$ cat src/logic/cms_pkg.sv
/*
 * cms_pkg: constants, types and carriers of the chipmode swap and sfr
 * select block. Assumes a single 250 MHz core clock (mclk) and that the
 * core delivers its timing marks on that clock.
 */
package cms_pkg;

    // apb register byte offsets
    localparam logic [7:0] CTRL_OFS      = 8'h00;
    localparam logic [7:0] STATUS_OFS    = 8'h04;
    localparam logic [7:0] WDT_CNT_OFS   = 8'h08;

    // control register fields
    localparam int CTRL_SWAP_BIT   = 0;
    localparam int CTRL_PRGEN_BIT  = 1;
    localparam int CTRL_COMMIT_BIT = 2;
    localparam int CTRL_MAP_BIT    = 3;
    localparam int CTRL_DIR_BIT    = 4;
    localparam int CTRL_WDTEN_BIT  = 5;

    // status register fields
    localparam int STAT_MODE_LSB    = 0;
    localparam int STAT_PENDING_BIT = 2;
    localparam int STAT_DIR_BIT     = 3;
    localparam int STAT_WDTRST_BIT  = 4;

    // boundaries after commit before the new mode applies
    localparam logic [1:0] MODE_DELAY_BOUNDS = 2'h2;
    // phase ticks after setting direction select before it clears
    localparam logic [1:0] DIR_CLEAR_TICKS   = 2'h2;

    // watchdog figures
    localparam logic [15:0] WDT_RAM_RESET_POINT = 16'h7FFC;
    localparam logic [15:0] WDT_NORMAL_TOP      = 16'hFFFF;
    localparam logic [15:0] WDT_RELOAD          = 16'h0000;

    // reset values
    localparam logic [31:0] RDATA_RST = 32'h0000_0000;

    typedef enum logic [1:0] {
        MODE_NORMAL     = 2'b00,
        MODE_ONCHIP_RAM = 2'b01,
        MODE_BOOTSTRAP  = 2'b10,
        MODE_PROGRAM    = 2'b11
    } cms_mode_t;

    // timing marks and requests from the core, all on mclk
    typedef struct packed {
        logic       instrEnd;
        logic       phaseTick;
        logic       codeFetch;
        logic       dataRead;
        logic       wdtTick;
        logic       wdtRefresh;
        logic [7:0] sfrAddr;
    } cms_core_t;

    // sfr access selects back to the core
    typedef struct packed {
        logic mappedArea;
        logic directionRegs;
        logic bitAddressable;
    } cms_sfr_sel_t;

    typedef struct packed {
        cms_mode_t    activeMode;
        cms_mode_t    newMode;
        logic         pending;
        logic [1:0]   boundCnt;
        logic         mapSel;
        logic         dirSel;
        logic [1:0]   dirTicks;
        logic         wdtEn;
        logic [15:0]  wdtCnt;
        logic         wdtRstPulse;
        logic         wdtRstSeen;
        logic         progFetchN;
        logic         dataReadN;
        cms_sfr_sel_t sfrSel;
        logic [31:0]  rdata;
        logic         slverr;
    } cms_state_t;

endpackage : cms_pkg

$ cat src/logic/cms_chipmode_ctrl.sv
/*
 * cms_chipmode_ctrl: chipmode register, strobe pin swap, chipmode watchdog
 * gating and sfr area select, with an apb slave for software.
 * Assumes the core gives one-cycle marks on mclk for instruction ends and
 * machine-cycle phase ticks, and that software keeps the jump sequence.
 */
// Local design decisions: the address map and the APB register port.
`timescale 1ns/1ps

module cms_chipmode_ctrl
    import cms_pkg::*;
(
    // clock, reset, enable
    input  wire logic         mclk,
    input  wire logic         rst,
    input  wire logic         ce,
    // apb slave
    input  wire logic         psel,
    input  wire logic         penable,
    input  wire logic         pwrite,
    input  wire logic [7:0]   paddr,
    input  wire logic [31:0]  pwdata,
    output logic              pready,
    output logic [31:0]       prdata,
    output logic              pslverr,
    // core side
    input  wire cms_core_t    core,
    output cms_sfr_sel_t      sfrSel,
    output logic              wdtResetPulse,
    output cms_mode_t         chipMode,
    // external strobe pins
    output logic              progFetchStrobeN,
    output logic              dataReadStrobeN
);

    cms_state_t s_q;
    cms_state_t s_d;

    logic       setupPhase;
    logic       accessWrite;
    logic       ctrlWrite;
    logic       wdtHalted;
    logic       swapOn;
    logic [31:0] readMux;
    logic       addrHit;

    assign setupPhase  = psel & ~penable;
    assign accessWrite = psel & penable & pwrite & ce;
    assign ctrlWrite   = accessWrite & (paddr == CTRL_OFS);
    // zero wait states while enabled; a frozen block stalls the bus
    assign pready      = penable & ce;

    assign swapOn    = s_q.activeMode[0];
    assign wdtHalted = (s_q.activeMode == MODE_BOOTSTRAP) || (s_q.activeMode == MODE_PROGRAM);

    always_comb begin
        readMux = 32'h0000_0000;
        addrHit = 1'b1;
        unique case (paddr)
            CTRL_OFS: begin
                readMux[CTRL_SWAP_BIT]  = s_q.newMode[0];
                readMux[CTRL_PRGEN_BIT] = s_q.newMode[1];
                readMux[CTRL_MAP_BIT]   = s_q.mapSel;
                readMux[CTRL_DIR_BIT]   = s_q.dirSel;
                readMux[CTRL_WDTEN_BIT] = s_q.wdtEn;
            end
            STATUS_OFS: begin
                readMux[STAT_MODE_LSB +: 2] = s_q.activeMode;
                readMux[STAT_PENDING_BIT]   = s_q.pending;
                readMux[STAT_DIR_BIT]       = s_q.dirSel;
                readMux[STAT_WDTRST_BIT]    = s_q.wdtRstSeen;
            end
            WDT_CNT_OFS: begin
                readMux[15:0] = s_q.wdtCnt;
            end
            default: begin
                addrHit = 1'b0;
            end
        endcase
    end

    always_comb begin
        s_d = s_q;
        s_d.wdtRstPulse = 1'b0;

        // read data and error are captured in the setup cycle
        if (setupPhase) begin
            s_d.rdata  = pwrite ? 32'h0000_0000 : readMux;
            s_d.slverr = ~addrHit;
        end

        if (s_q.pending && core.instrEnd) begin
            if (s_q.boundCnt == MODE_DELAY_BOUNDS - 2'h1) begin
                s_d.activeMode = s_q.newMode;
                s_d.pending    = 1'b0;
                s_d.boundCnt   = 2'h0;
            end else begin
                s_d.boundCnt = s_q.boundCnt + 2'h1;
            end
        end
        // mode bits change only together with a commit; plain writes are dropped
        if (ctrlWrite && pwdata[CTRL_COMMIT_BIT]) begin
            s_d.newMode  = cms_mode_t'({pwdata[CTRL_PRGEN_BIT], pwdata[CTRL_SWAP_BIT]});
            s_d.pending  = 1'b1;
            s_d.boundCnt = 2'h0;
        end

        if (ctrlWrite) begin
            s_d.mapSel = pwdata[CTRL_MAP_BIT];
        end

        if (s_q.dirSel && core.phaseTick) begin
            if (s_q.dirTicks == DIR_CLEAR_TICKS - 2'h1) begin
                s_d.dirSel   = 1'b0;
                s_d.dirTicks = 2'h0;
            end else begin
                s_d.dirTicks = s_q.dirTicks + 2'h1;
            end
        end
        // a set in the clearing cycle wins and restarts the count
        if (ctrlWrite && pwdata[CTRL_DIR_BIT]) begin
            s_d.dirSel   = 1'b1;
            s_d.dirTicks = 2'h0;
        end

        // watchdog stays enabled once enabled, until reset
        if (ctrlWrite && pwdata[CTRL_WDTEN_BIT]) begin
            s_d.wdtEn = 1'b1;
        end
        if (s_q.wdtEn) begin
            if (core.wdtTick && !wdtHalted) begin
                s_d.wdtCnt = s_q.wdtCnt + 16'h0001;
            end
            if (s_q.activeMode == MODE_NORMAL) begin
                if (core.wdtRefresh) begin
                    s_d.wdtCnt = WDT_RELOAD;
                end else if (core.wdtTick && s_q.wdtCnt == WDT_NORMAL_TOP) begin
                    s_d.wdtRstPulse = 1'b1;
                    s_d.wdtCnt      = WDT_RELOAD;
                end
            end
            if (s_q.activeMode == MODE_ONCHIP_RAM) begin
                if (s_q.wdtCnt == WDT_RAM_RESET_POINT) begin
                    s_d.wdtRstPulse = 1'b1;
                    s_d.wdtCnt      = WDT_RELOAD;
                end
            end
        end
        // sticky flag, readable after the reset pulse; writing one to its status bit clears, a pulse in that cycle wins
        if (accessWrite && paddr == STATUS_OFS && pwdata[STAT_WDTRST_BIT]) begin
            s_d.wdtRstSeen = 1'b0;
        end
        if (s_d.wdtRstPulse) begin
            s_d.wdtRstSeen = 1'b1;
        end

        s_d.progFetchN = swapOn ? ~core.dataRead : ~core.codeFetch;
        s_d.dataReadN  = swapOn ? ~core.codeFetch : ~core.dataRead;

        s_d.sfrSel.mappedArea    = s_q.mapSel;
        s_d.sfrSel.directionRegs = s_q.dirSel;
        s_d.sfrSel.bitAddressable = core.sfrAddr[7] && (core.sfrAddr[2:0] == 3'h0);
    end

    always_ff @(posedge mclk or posedge rst) begin
        if (rst) begin
            s_q <= '{
                activeMode : MODE_NORMAL,
                newMode    : MODE_NORMAL,
                pending    : 1'b0,
                boundCnt   : 2'h0,
                mapSel     : 1'b0,
                dirSel     : 1'b0,
                dirTicks   : 2'h0,
                wdtEn      : 1'b0,
                wdtCnt     : WDT_RELOAD,
                wdtRstPulse: 1'b0,
                wdtRstSeen : 1'b0,
                progFetchN : 1'b1,
                dataReadN  : 1'b1,
                sfrSel     : '{mappedArea: 1'b0, directionRegs: 1'b0, bitAddressable: 1'b0},
                rdata      : RDATA_RST,
                slverr     : 1'b0
            };
        end else if (ce) begin
            s_q <= s_d;
        end
    end

    assign prdata           = s_q.rdata;
    assign pslverr          = s_q.slverr & penable;
    assign sfrSel           = s_q.sfrSel;
    assign wdtResetPulse    = s_q.wdtRstPulse;
    assign chipMode         = s_q.activeMode;
    assign progFetchStrobeN = s_q.progFetchN;
    assign dataReadStrobeN  = s_q.dataReadN;

endmodule : cms_chipmode_ctrl

$ cat config.mk
export PLATFORM = sky130hd
export DESIGN_NAME = cms_chipmode_ctrl
export DESIGN_NICKNAME = d
export VERILOG_FILES = /design/src/logic/cms_pkg.sv /design/src/logic/cms_chipmode_ctrl.sv
export SDC_FILE = /design/constraint.sdc
export NUM_CORES = 1
export LEC_CHECK = 0
export BUFFER_PORTS_ARGS = -buffer_cell sky130_fd_sc_hd__buf_2
export CAP_MARGIN = 0
export CORE_ASPECT_RATIO = 1.25
export CORE_MARGIN = 5
export CORE_UTILIZATION = 25
export CTS_CLUSTER_DIAMETER = 150
export DETAILED_ROUTE_END_ITERATION = 8
export PLACE_DENSITY = 0.54
export SLEW_MARGIN = 20
export SYNTH_ARGS = -nofsm -noshare
export SYNTH_HDL_FRONTEND = slang
export SYNTH_SLANG_ARGS = --single-unit
$ cat constraint.sdc
create_clock -name mclk -period 4.1 [get_ports mclk]
set_input_delay 0.41 -clock mclk [delete_from_list [all_inputs] [get_ports mclk]]
set_output_delay 0.41 -clock mclk [all_outputs]
set_load 0.005 [all_outputs]
### Yosys cells after proc, flatten, opt, wreduce, memory -nomap -nowiden

Index checks and enable logic that the tools add are counted.
W data, S select, Z words.

* $add $sub $neg: 3
* eq/ne operators: 9
* muxes and demuxes: 27
* bitwise gates (word level): 11
* reductions and logical operators: 32

Operator list (number)
* $mux W17: 4
* $mux W16: 3
* $add A16 B1 Y16 const B: 1
* $eq A16 B15 Y1 const B: 1
* $eq A16 B16 Y1 const B: 1
* $reduce_and A2 Y1: 8
* $mux W3: 4
* $pmux W2 S3: 2
* $logic_and A1 B1 Y1: 10
* $mux W10: 1
* $reduce_bool A2 Y1: 5
* $mux W1: 9
* $reduce_and A3 Y1: 3
* $eq A8 B3 Y1 const B: 1
* $eq A8 B4 Y1 const B: 1
* $logic_not A8 Y1: 1
* $and A1 B1 Y1: 7
* $eq A2 B1 Y1 const B: 3
* $add A2 B1 Y2 const B: 2
* $eq A2 B2 Y1 const B: 2
* $mux W2: 2
* $not A1 Y1: 4
* $pmux W1 S2: 2
* $logic_not A3 Y1: 1
* 4 further kinds: 4

* register bits after elaboration: 68
* input bits: 60
* output and inout bits: 42
* word-level logic and storage cells: 100

### Longest topological paths before layout

Gate-level depths: netlist (run 1).

* depth after elaboration: 13
* mapped depth: 9
* gate-level depth less buffers: 7

### Worst setup path before layout (run 1)

Ideal clock, no wire load.

* kind: reg2reg
* from: register s_q[40] (netlist bit)
* to: register s_q[40] (netlist bit)
* setup time: 0.121 ns
* data arrival time: 1.698 ns
* required time: 3.979 ns
* setup slack: 2.281 ns
* cell stages (with the launch flop): 9
* buffers on the path: 1
* clock period less this slack: 1.819 ns
* cells stage by stage: dfrtp_1 -> inv_1 -> ha_1 -> nand2_1 -> or4_1 -> a21o_1 -> buf_6 -> a31o_1 -> o2bb2ai_1

* word-level cells in the longest chain between the ends: 7
* elaborated cells between the ends (all ways): 10
* those cells by class: add/sub: 1; eq/ne: 2; mux: 6; reduce/logical: 1

Ends and longest elaborated chain
* start: declaration: RTL line cms_chipmode_ctrl.sv:36 `cms_state_t s_q;`
* start signal: assignment: RTL line cms_chipmode_ctrl.sv:167 `s_q <= '{`
* $add A16 B1 Y16 or $eq A16 B16 Y1 (tied branches): RTL line cms_chipmode_ctrl.sv:132, cms_chipmode_ctrl.sv:137
* $mux W16 or $logic_and A1 B1 Y1 (tied branches): RTL line cms_chipmode_ctrl.sv:131, cms_chipmode_ctrl.sv:137
* $mux W17: RTL line cms_chipmode_ctrl.sv:137 `end else if (core.wdtTick && s_q.wdtCnt == WDT_NORMAL_TOP) begin`
* $mux W16: RTL line cms_chipmode_ctrl.sv:135 `if (core.wdtRefresh) begin`
* $mux W17: RTL line cms_chipmode_ctrl.sv:134 `if (s_q.activeMode == MODE_NORMAL) begin`
* $mux W17: RTL line cms_chipmode_ctrl.sv:143 `if (s_q.wdtCnt == WDT_RAM_RESET_POINT) begin`
* $mux W17 (*): RTL line cms_chipmode_ctrl.sv:142 `if (s_q.activeMode == MODE_ONCHIP_RAM) begin`

Mark *: on every way between the ends. The rest lies on a longest branch, timed or not.
A chain may end at the register's enable or synchronous reset.

### Worst setup path after layout (run 1)

* from: register s_q[42] (netlist bit)
* to: register s_q[48] (netlist bit)

Same word-level chain as after synthesis.

==> reports/metrics.cfg, run 1 <==
[run_status]
outcome=finished, final reports clean

[finish]
final_cells=457
drive_above_1_share_pct=25.2
layout.nets=383
mostFrequentLayoutCell=buf_2
area_growth_pct=11.0
final_util_pct=28.4
fin_area_um2=3160
n_antenna_cell=0
final_cell_mix=buf_2 (55), dfrtp_1 (50), nand2_1 (32)

[global_routing]
grt_max_degree=53
grt_pass1_vias=2124
track_usage_pct=9.75
gr-total-overflow=0
antenna_found_initial=1
grt_first_pass_wirelength_um=10700

[placed_design]
gp_congestion=0.783
place_area_um2=3020
post-place-ws_ps=1840
placed_cells=449
port_buffers=55
dp_hpwl_um=4830

[yosys]
syn_inst=291
synth_edf_count=0
synth_area_um2=2850
synthFlopType=dfrtp_1
synth_xor_area_share_pct=0.616
ys_seq_area_share_pct=45.8
syn_avg_cell_area_um2=9.78
synthMuxAreaShare_pct=5.01
synth_top_family_by_area=simple AND/OR/NAND/NOR gates
synth-adder-area-share_pct=0.880
yosysWarnings=0
yosys.area_share.simple_pct=21.4
async_flop_share_pct=100
synth_seq_cells=52
synth_cell_types=50
synth_compound_area_share_pct=12.9

[detailed_routing]
wl_per_cell_um=14.1
dr.pass1.iters=4
routed_wl_um=6460
viasPerCell=4.80
drc=0
initialDrtViolationCount=49
ant_nets=0
route.vias.total=2193

[cts]
cts.path.max_buffers=2
post-cts-setup-buffers=0
hold_buffers=0
clock_latency_ps=290
h-tree-depth=2
cts_tree=yes
cts_buffers=5
cts.reportedPaths.clkPinSlew_ps=70
clock-sinks=52
cts_resized=0
root_buffer=clkbuf_16

[power_and_ir_drop]
p_clk_share_pct=40.4
max-vdd-ir-drop_v=0.000128
total_power_uw=994
swShare_pct=22.4
p_leak_nw=1.48
power.density_nw_per_um2=315
seq_power_share_pct=53.1
p_comb_share_pct=6.5
internal_power_uw=772
power_switching_uw=222

[die]
die_x_um=105
start_util_pct=25.5
ios=102
dieArea_um2=13600
placementRows=43
core_area_um2=11100
chipHeight_um=129

[timing]
setup_ws_ps=1850
finalSetupViolCount=0
hold_ws_ps=200
finalSetupTns_ps=0
fmaxAchievable_mhz=445
final_max_slew_viol_count=0
skew_ps=5.04
tightest_slew_ps=708
min_period_ps=2250
max-slew-margin-rel_pct=52.4
period_share_pct=54.8
rsz0062_at_grt=no
hold_viol_final=0

[worst_setup_path]
rr_worst_depth=5
cp.required_ps=4270
cp-end-kind=flip-flop
crit_family=compound AO/OA/AOI/OAI gates
critPathLaunchType=flip-flop
cp_cell_sequence=and4_1, nand4_1, a21o_1, nand2_2, o311ai_0
max_stage_delay_ps=500
cp.arrival_ps=2420
worst-setup-path-type=flip-flop to flip-flop
crit_path_max_fanout=18
worst-path-buf-inv=0
startpoint=s_q[42]
r2r_end=s_q[48]
r2r_setup_slack_ps=1850
rr_startpoint=s_q[42]
cp_slowest_cell=a21o_1

[run]
max-cap-violations=0

[worst_hold_path]
min_path_type=input port to asynchronous set/reset pin

==> cell families after synthesis <==
family                     count (synthesis)
and+or+nand+nor                          112
buffers and inverters                     58
DFF                                       52
AOI/OAI and AO/OA                         51
muxes                                     13
adders and majority gates                  2
xor gates and xnor gates                   2
other                                      1
==> cell type report <==
| cell class | count | area [um2] |
|---|---|---|
| Inverter | 9 | 36.3 |
| Clock buffer | 7 | 133 |
| Fill cell | 1176 | 7980 |
| Clock inverter | 1 | 5.00 |
| Timing Repair Buffer | 57 | 290 |
| Tap cell | 135 | 169 |
| Sequential cell | 52 | 1300 |
| Multi-Input combinational cell | 196 | 1220 |
==> sequential cells by signal, indices dropped and copies added, names as in the netlist <==
signal            flops
progFetchStrobeN      1
wdtResetPulse         1
s_d                   2
prdata               16
chipMode              2
sfrSel                3
s_q                  26
dataReadStrobeN       1
==> power by group through the flow <==
stage	Clock, mW	Combinational [mW]	Sequential [mW]
2_1_floorplan	0	0.0462	0.537
3_5_place_dp	0	0.0658	0.538
3_3_place_gp	0	0.0641	0.537
5_1_grt	0.438	0.0743	0.529
6_report	0.401	0.0645	0.528
4_1_cts	0.417	0.0658	0.528
==> per-layer routing <==
layer / GRT usage [%] / vias to the layer above / share of wire [%]
li1: - / 1076 / -
met1: 12.1 / 1056 / 42
met2: 16.2 / 50 / 50
met3: 2.44 / 9 / 5.8
met4: 4.17 / 2 / 1.9
met5: 0 / - / 0.20
==> worst max path at each step <==
stage / endpoint / slack [ps] / cells after the start
after global placement: s_q[48] / 1820 / 5
after detailed placement: s_d[35] / 1840 / 5
after global routing: s_q[53] / 1650 / 5
after floorplan: s_q[40] / 2280 / 8
final: s_q[48] / 1850 / 5
after CTS: s_q[48] / 1850 / 5
==> cell usage after synthesis (3+ instances only) <==
master | instances | area [um2]
clkbuf_1 | 6 | 22.5
buf_4 | 37 | 278
nor2_1 | 7 | 26.3
or4_1 | 6 | 45.0
mux2_2 | 10 | 113
and3_1 | 3 | 18.8
o311ai_0 | 3 | 26.3
a31oi_1 | 3 | 18.8
nand4_1 | 18 | 113
buf_2 | 3 | 15.0
a22o_1 | 10 | 87.6
a21oi_1 | 5 | 25.0
o22ai_1 | 3 | 18.8
nand2_1 | 32 | 120
nor4_1 | 3 | 18.8
a22oi_1 | 7 | 52.6
inv_1 | 9 | 33.8
mux2i_1 | 3 | 30.0
and2_1 | 4 | 25.0
nor3_1 | 4 | 20.0
o21ai_0 | 8 | 40.0
dfrtp_1 | 50 | 1250
nand3_1 | 18 | 90.1
Note: power is estimated with default switching activity, not from simulation.
==> inputs of run 2 (changes only) <==
--- a/config.mk
+++ b/config.mk
@@ -12,7 +12,7 @@
 export CORE_UTILIZATION = 25
 export CTS_CLUSTER_DIAMETER = 150
 export DETAILED_ROUTE_END_ITERATION = 8
-export PLACE_DENSITY = 0.54
+export PLACE_DENSITY = 0.56
 export SLEW_MARGIN = 20
 export SYNTH_ARGS = -nofsm -noshare
 export SYNTH_HDL_FRONTEND = slang
==> constraint.sdc (replaced) <==
create_clock -name mclk -period 2 [get_ports mclk]
set_input_delay 0.2 -clock mclk [delete_from_list [all_inputs] [get_ports mclk]]
set_output_delay 0.2 -clock mclk [all_outputs]
set_load 0.005 [all_outputs]
==> reports/metrics.cfg, run 2 (synthesized netlist as in run 1, its figures left out) <==
[detailed_routing]
ant_nets=0  ; unchanged
route.vias.total=2297  ; was 2,193
initialDrtViolationCount=107  ; was 49
dr.pass1.iters=4  ; unchanged
wl_per_cell_um=14.0  ; was 14.1 um
drc=0  ; unchanged
routed_wl_um=6690  ; was 6460 um
viasPerCell=4.81  ; was 4.80

[die]
dieArea_um2=13600  ; unchanged
start_util_pct=25.5  ; unchanged
placementRows=43  ; unchanged
ios=102  ; unchanged
core_area_um2=11100  ; unchanged
die_x_um=105  ; unchanged
chipHeight_um=129  ; unchanged

[cts]
clock-sinks=52  ; unchanged
cts.path.max_buffers=2  ; unchanged
cts_tree=yes  ; unchanged
cts.reportedPaths.clkPinSlew_ps=70  ; about the same
cts_buffers=5  ; unchanged
clock_latency_ps=290  ; about the same
root_buffer=clkbuf_16  ; unchanged
h-tree-depth=2  ; unchanged

[worst_setup_path]
critPathLaunchType=flip-flop  ; unchanged
cp-end-kind=flip-flop  ; unchanged
cp.required_ps=2170  ; was 4270 ps
cp.arrival_ps=2080  ; was 2420 ps
crit_path_max_fanout=8  ; was 18
worst-setup-path-type=flip-flop to flip-flop  ; unchanged
crit_family=simple AND/OR/NAND/NOR gates  ; was compound AO/OA/AOI/OAI gates
cp_cell_sequence=ha_2, nand3b_1, or4_4, a21o_4, buf_6, a31oi_1, o22ai_1  ; was and4_1, nand4_1, a21o_1, nand2_2, o311ai_0
cp_slowest_cell=dfrtp_1  ; was a21o_1
worst-path-buf-inv=1  ; was 0
max_stage_delay_ps=430  ; was 500 ps

[global_routing]
grt_first_pass_wirelength_um=11300  ; was 10,700 um
grt_pass1_vias=2261  ; was 2,124
track_usage_pct=10.2  ; was 9.75%
grt_max_degree=23  ; was 53
antenna_found_initial=1  ; unchanged
gr-total-overflow=0  ; unchanged

[timing]
rsz0062_at_grt=yes  ; was no
hold_viol_final=0  ; unchanged
max-slew-margin-rel_pct=64.9  ; was 52.4%
fmaxAchievable_mhz=522  ; was 445 MHz
skew_ps=5.79  ; was 5.04 ps
finalSetupViolCount=0  ; unchanged
tightest_slew_ps=525  ; was 708 ps
period_share_pct=95.8  ; was 54.8%
final_max_slew_viol_count=0  ; unchanged
min_period_ps=1920  ; was 2250 ps

[run_status]
outcome=finished, final reports clean  ; unchanged

[finish]
final_cell_mix=buf_2 (55), dfrtp_1 (50), nand2_1 (32)  ; unchanged
nFillCells=1148  ; was 1,176
final_util_pct=30.4  ; was 28.4%
final_cells=478  ; was 457
regMostFlops=s_q  ; unchanged
largest_reg_flops=26  ; unchanged
layout.nets=403  ; was 383
mostFrequentLayoutCell=buf_2  ; unchanged
fin_area_um2=3390  ; was 3160 um2
area_growth_pct=19.0  ; was 11.0%
drive_above_1_share_pct=31.6  ; was 25.2%

[placed_design]
placed_cells=467  ; was 449
place_area_um2=3150  ; was 3020 um2
gp_congestion=0.769  ; was 0.783
port_buffers=55  ; unchanged
dp_hpwl_um=5220  ; was 4830 um

[power_and_ir_drop]
total_power_mw=2.26  ; was 994 uW
p_leak_nw=1.60  ; was 1.48 nW
max-vdd-ir-drop_v=0.000284  ; was 0.000128 V
power.density_nw_per_um2=666  ; was 315 nW/um2

[run]
max-cap-violations=0  ; unchanged

[worst_hold_path]
min_path_type=input port to flip-flop  ; was input port to asynchronous set/reset pin

-- run 2: worst paths after layout --
| check | start | end | slack, ps | cells after the start |
|---|---|---|---|---|
| setup / recovery | s_q[40] | s_q[42] | 80 | 7 |
| hold reg to reg | prdata[5] | prdata[5] | 470 | 2 |
| max in group asynchronous | rst | s_q[50] | 980 | 4 |
| min in group asynchronous | rst | s_q[58] | 410 | 3 |
| hold / removal | pwdata[2] | s_q[61] | 100 | 2 |
| setup reg to reg | s_q[40] | s_q[42] | 80 | 7 |
-- run 2: cell type report --
| type | instances | area, um2 | area share, % |
|---|---|---|---|
| Inverter | 9 | 33.8 | 0.997 |
| Sequential cell | 52 | 1300 | 38.5 |
| Antenna cell | 1 | 2.50 | 0.0739 |
| Multi-Input combinational cell | 196 | 1250 | 36.9 |
| Tap cell | 135 | 169 | 4.99 |
| Clock inverter | 1 | 30.0 | 0.887 |
| Clock buffer | 7 | 153 | 4.51 |
| Timing Repair Buffer | 77 | 447 | 13.2 |
-- run 2: what timing repair did --
item / CTS / global route
resized for setup: 1 / 10
hold buffers: 1 / 0
setup endpoints to repair: 1 / 14
endpoints found under the hold margin: 12 / 0
setup buffers: 0 / 1
pin swaps: 0 / 3
-- run 2: per-stage QoR --
step | setup TNS (ps) | hold slack [ps] | setup WS (ps)
after global routing | -47.3 | 98.3 | -21.2
after CTS | 0 | 92.5 | 13.9
after global placement | 0 | 178 | 42.8
after detailed placement | 0 | 185 | 0.666
final | 0 | 103 | 84.9
after floorplan | 0 | 287 | 181
-- run 2: power breakdown --
| part | switching [mW] | internal (mW) |
|---|---|---|
| combinational | 0.0876 | 0.0579 |
| sequential | 0.0121 | 1.07 |
| clock | 0.369 | 0.659 |
-- run 2: worst reg2reg max path, cell delays in order, from the launching register on --
cell and delay [ps]:
dfrtp_1 430, ha_2 210, nand3b_1 100, or4_4 430, a21o_4 260, buf_6 140, a31oi_1 150, o22ai_1 100
-- run 2: layer usage --
layer	track usage (%)	share of wire (%)	vias up
met4	4.32	2.2	2
met3	2.54	6.0	12
met5	0	0.19	-
met2	17.8	51	50
met1	12.0	40	1118
li1	-	-	1115
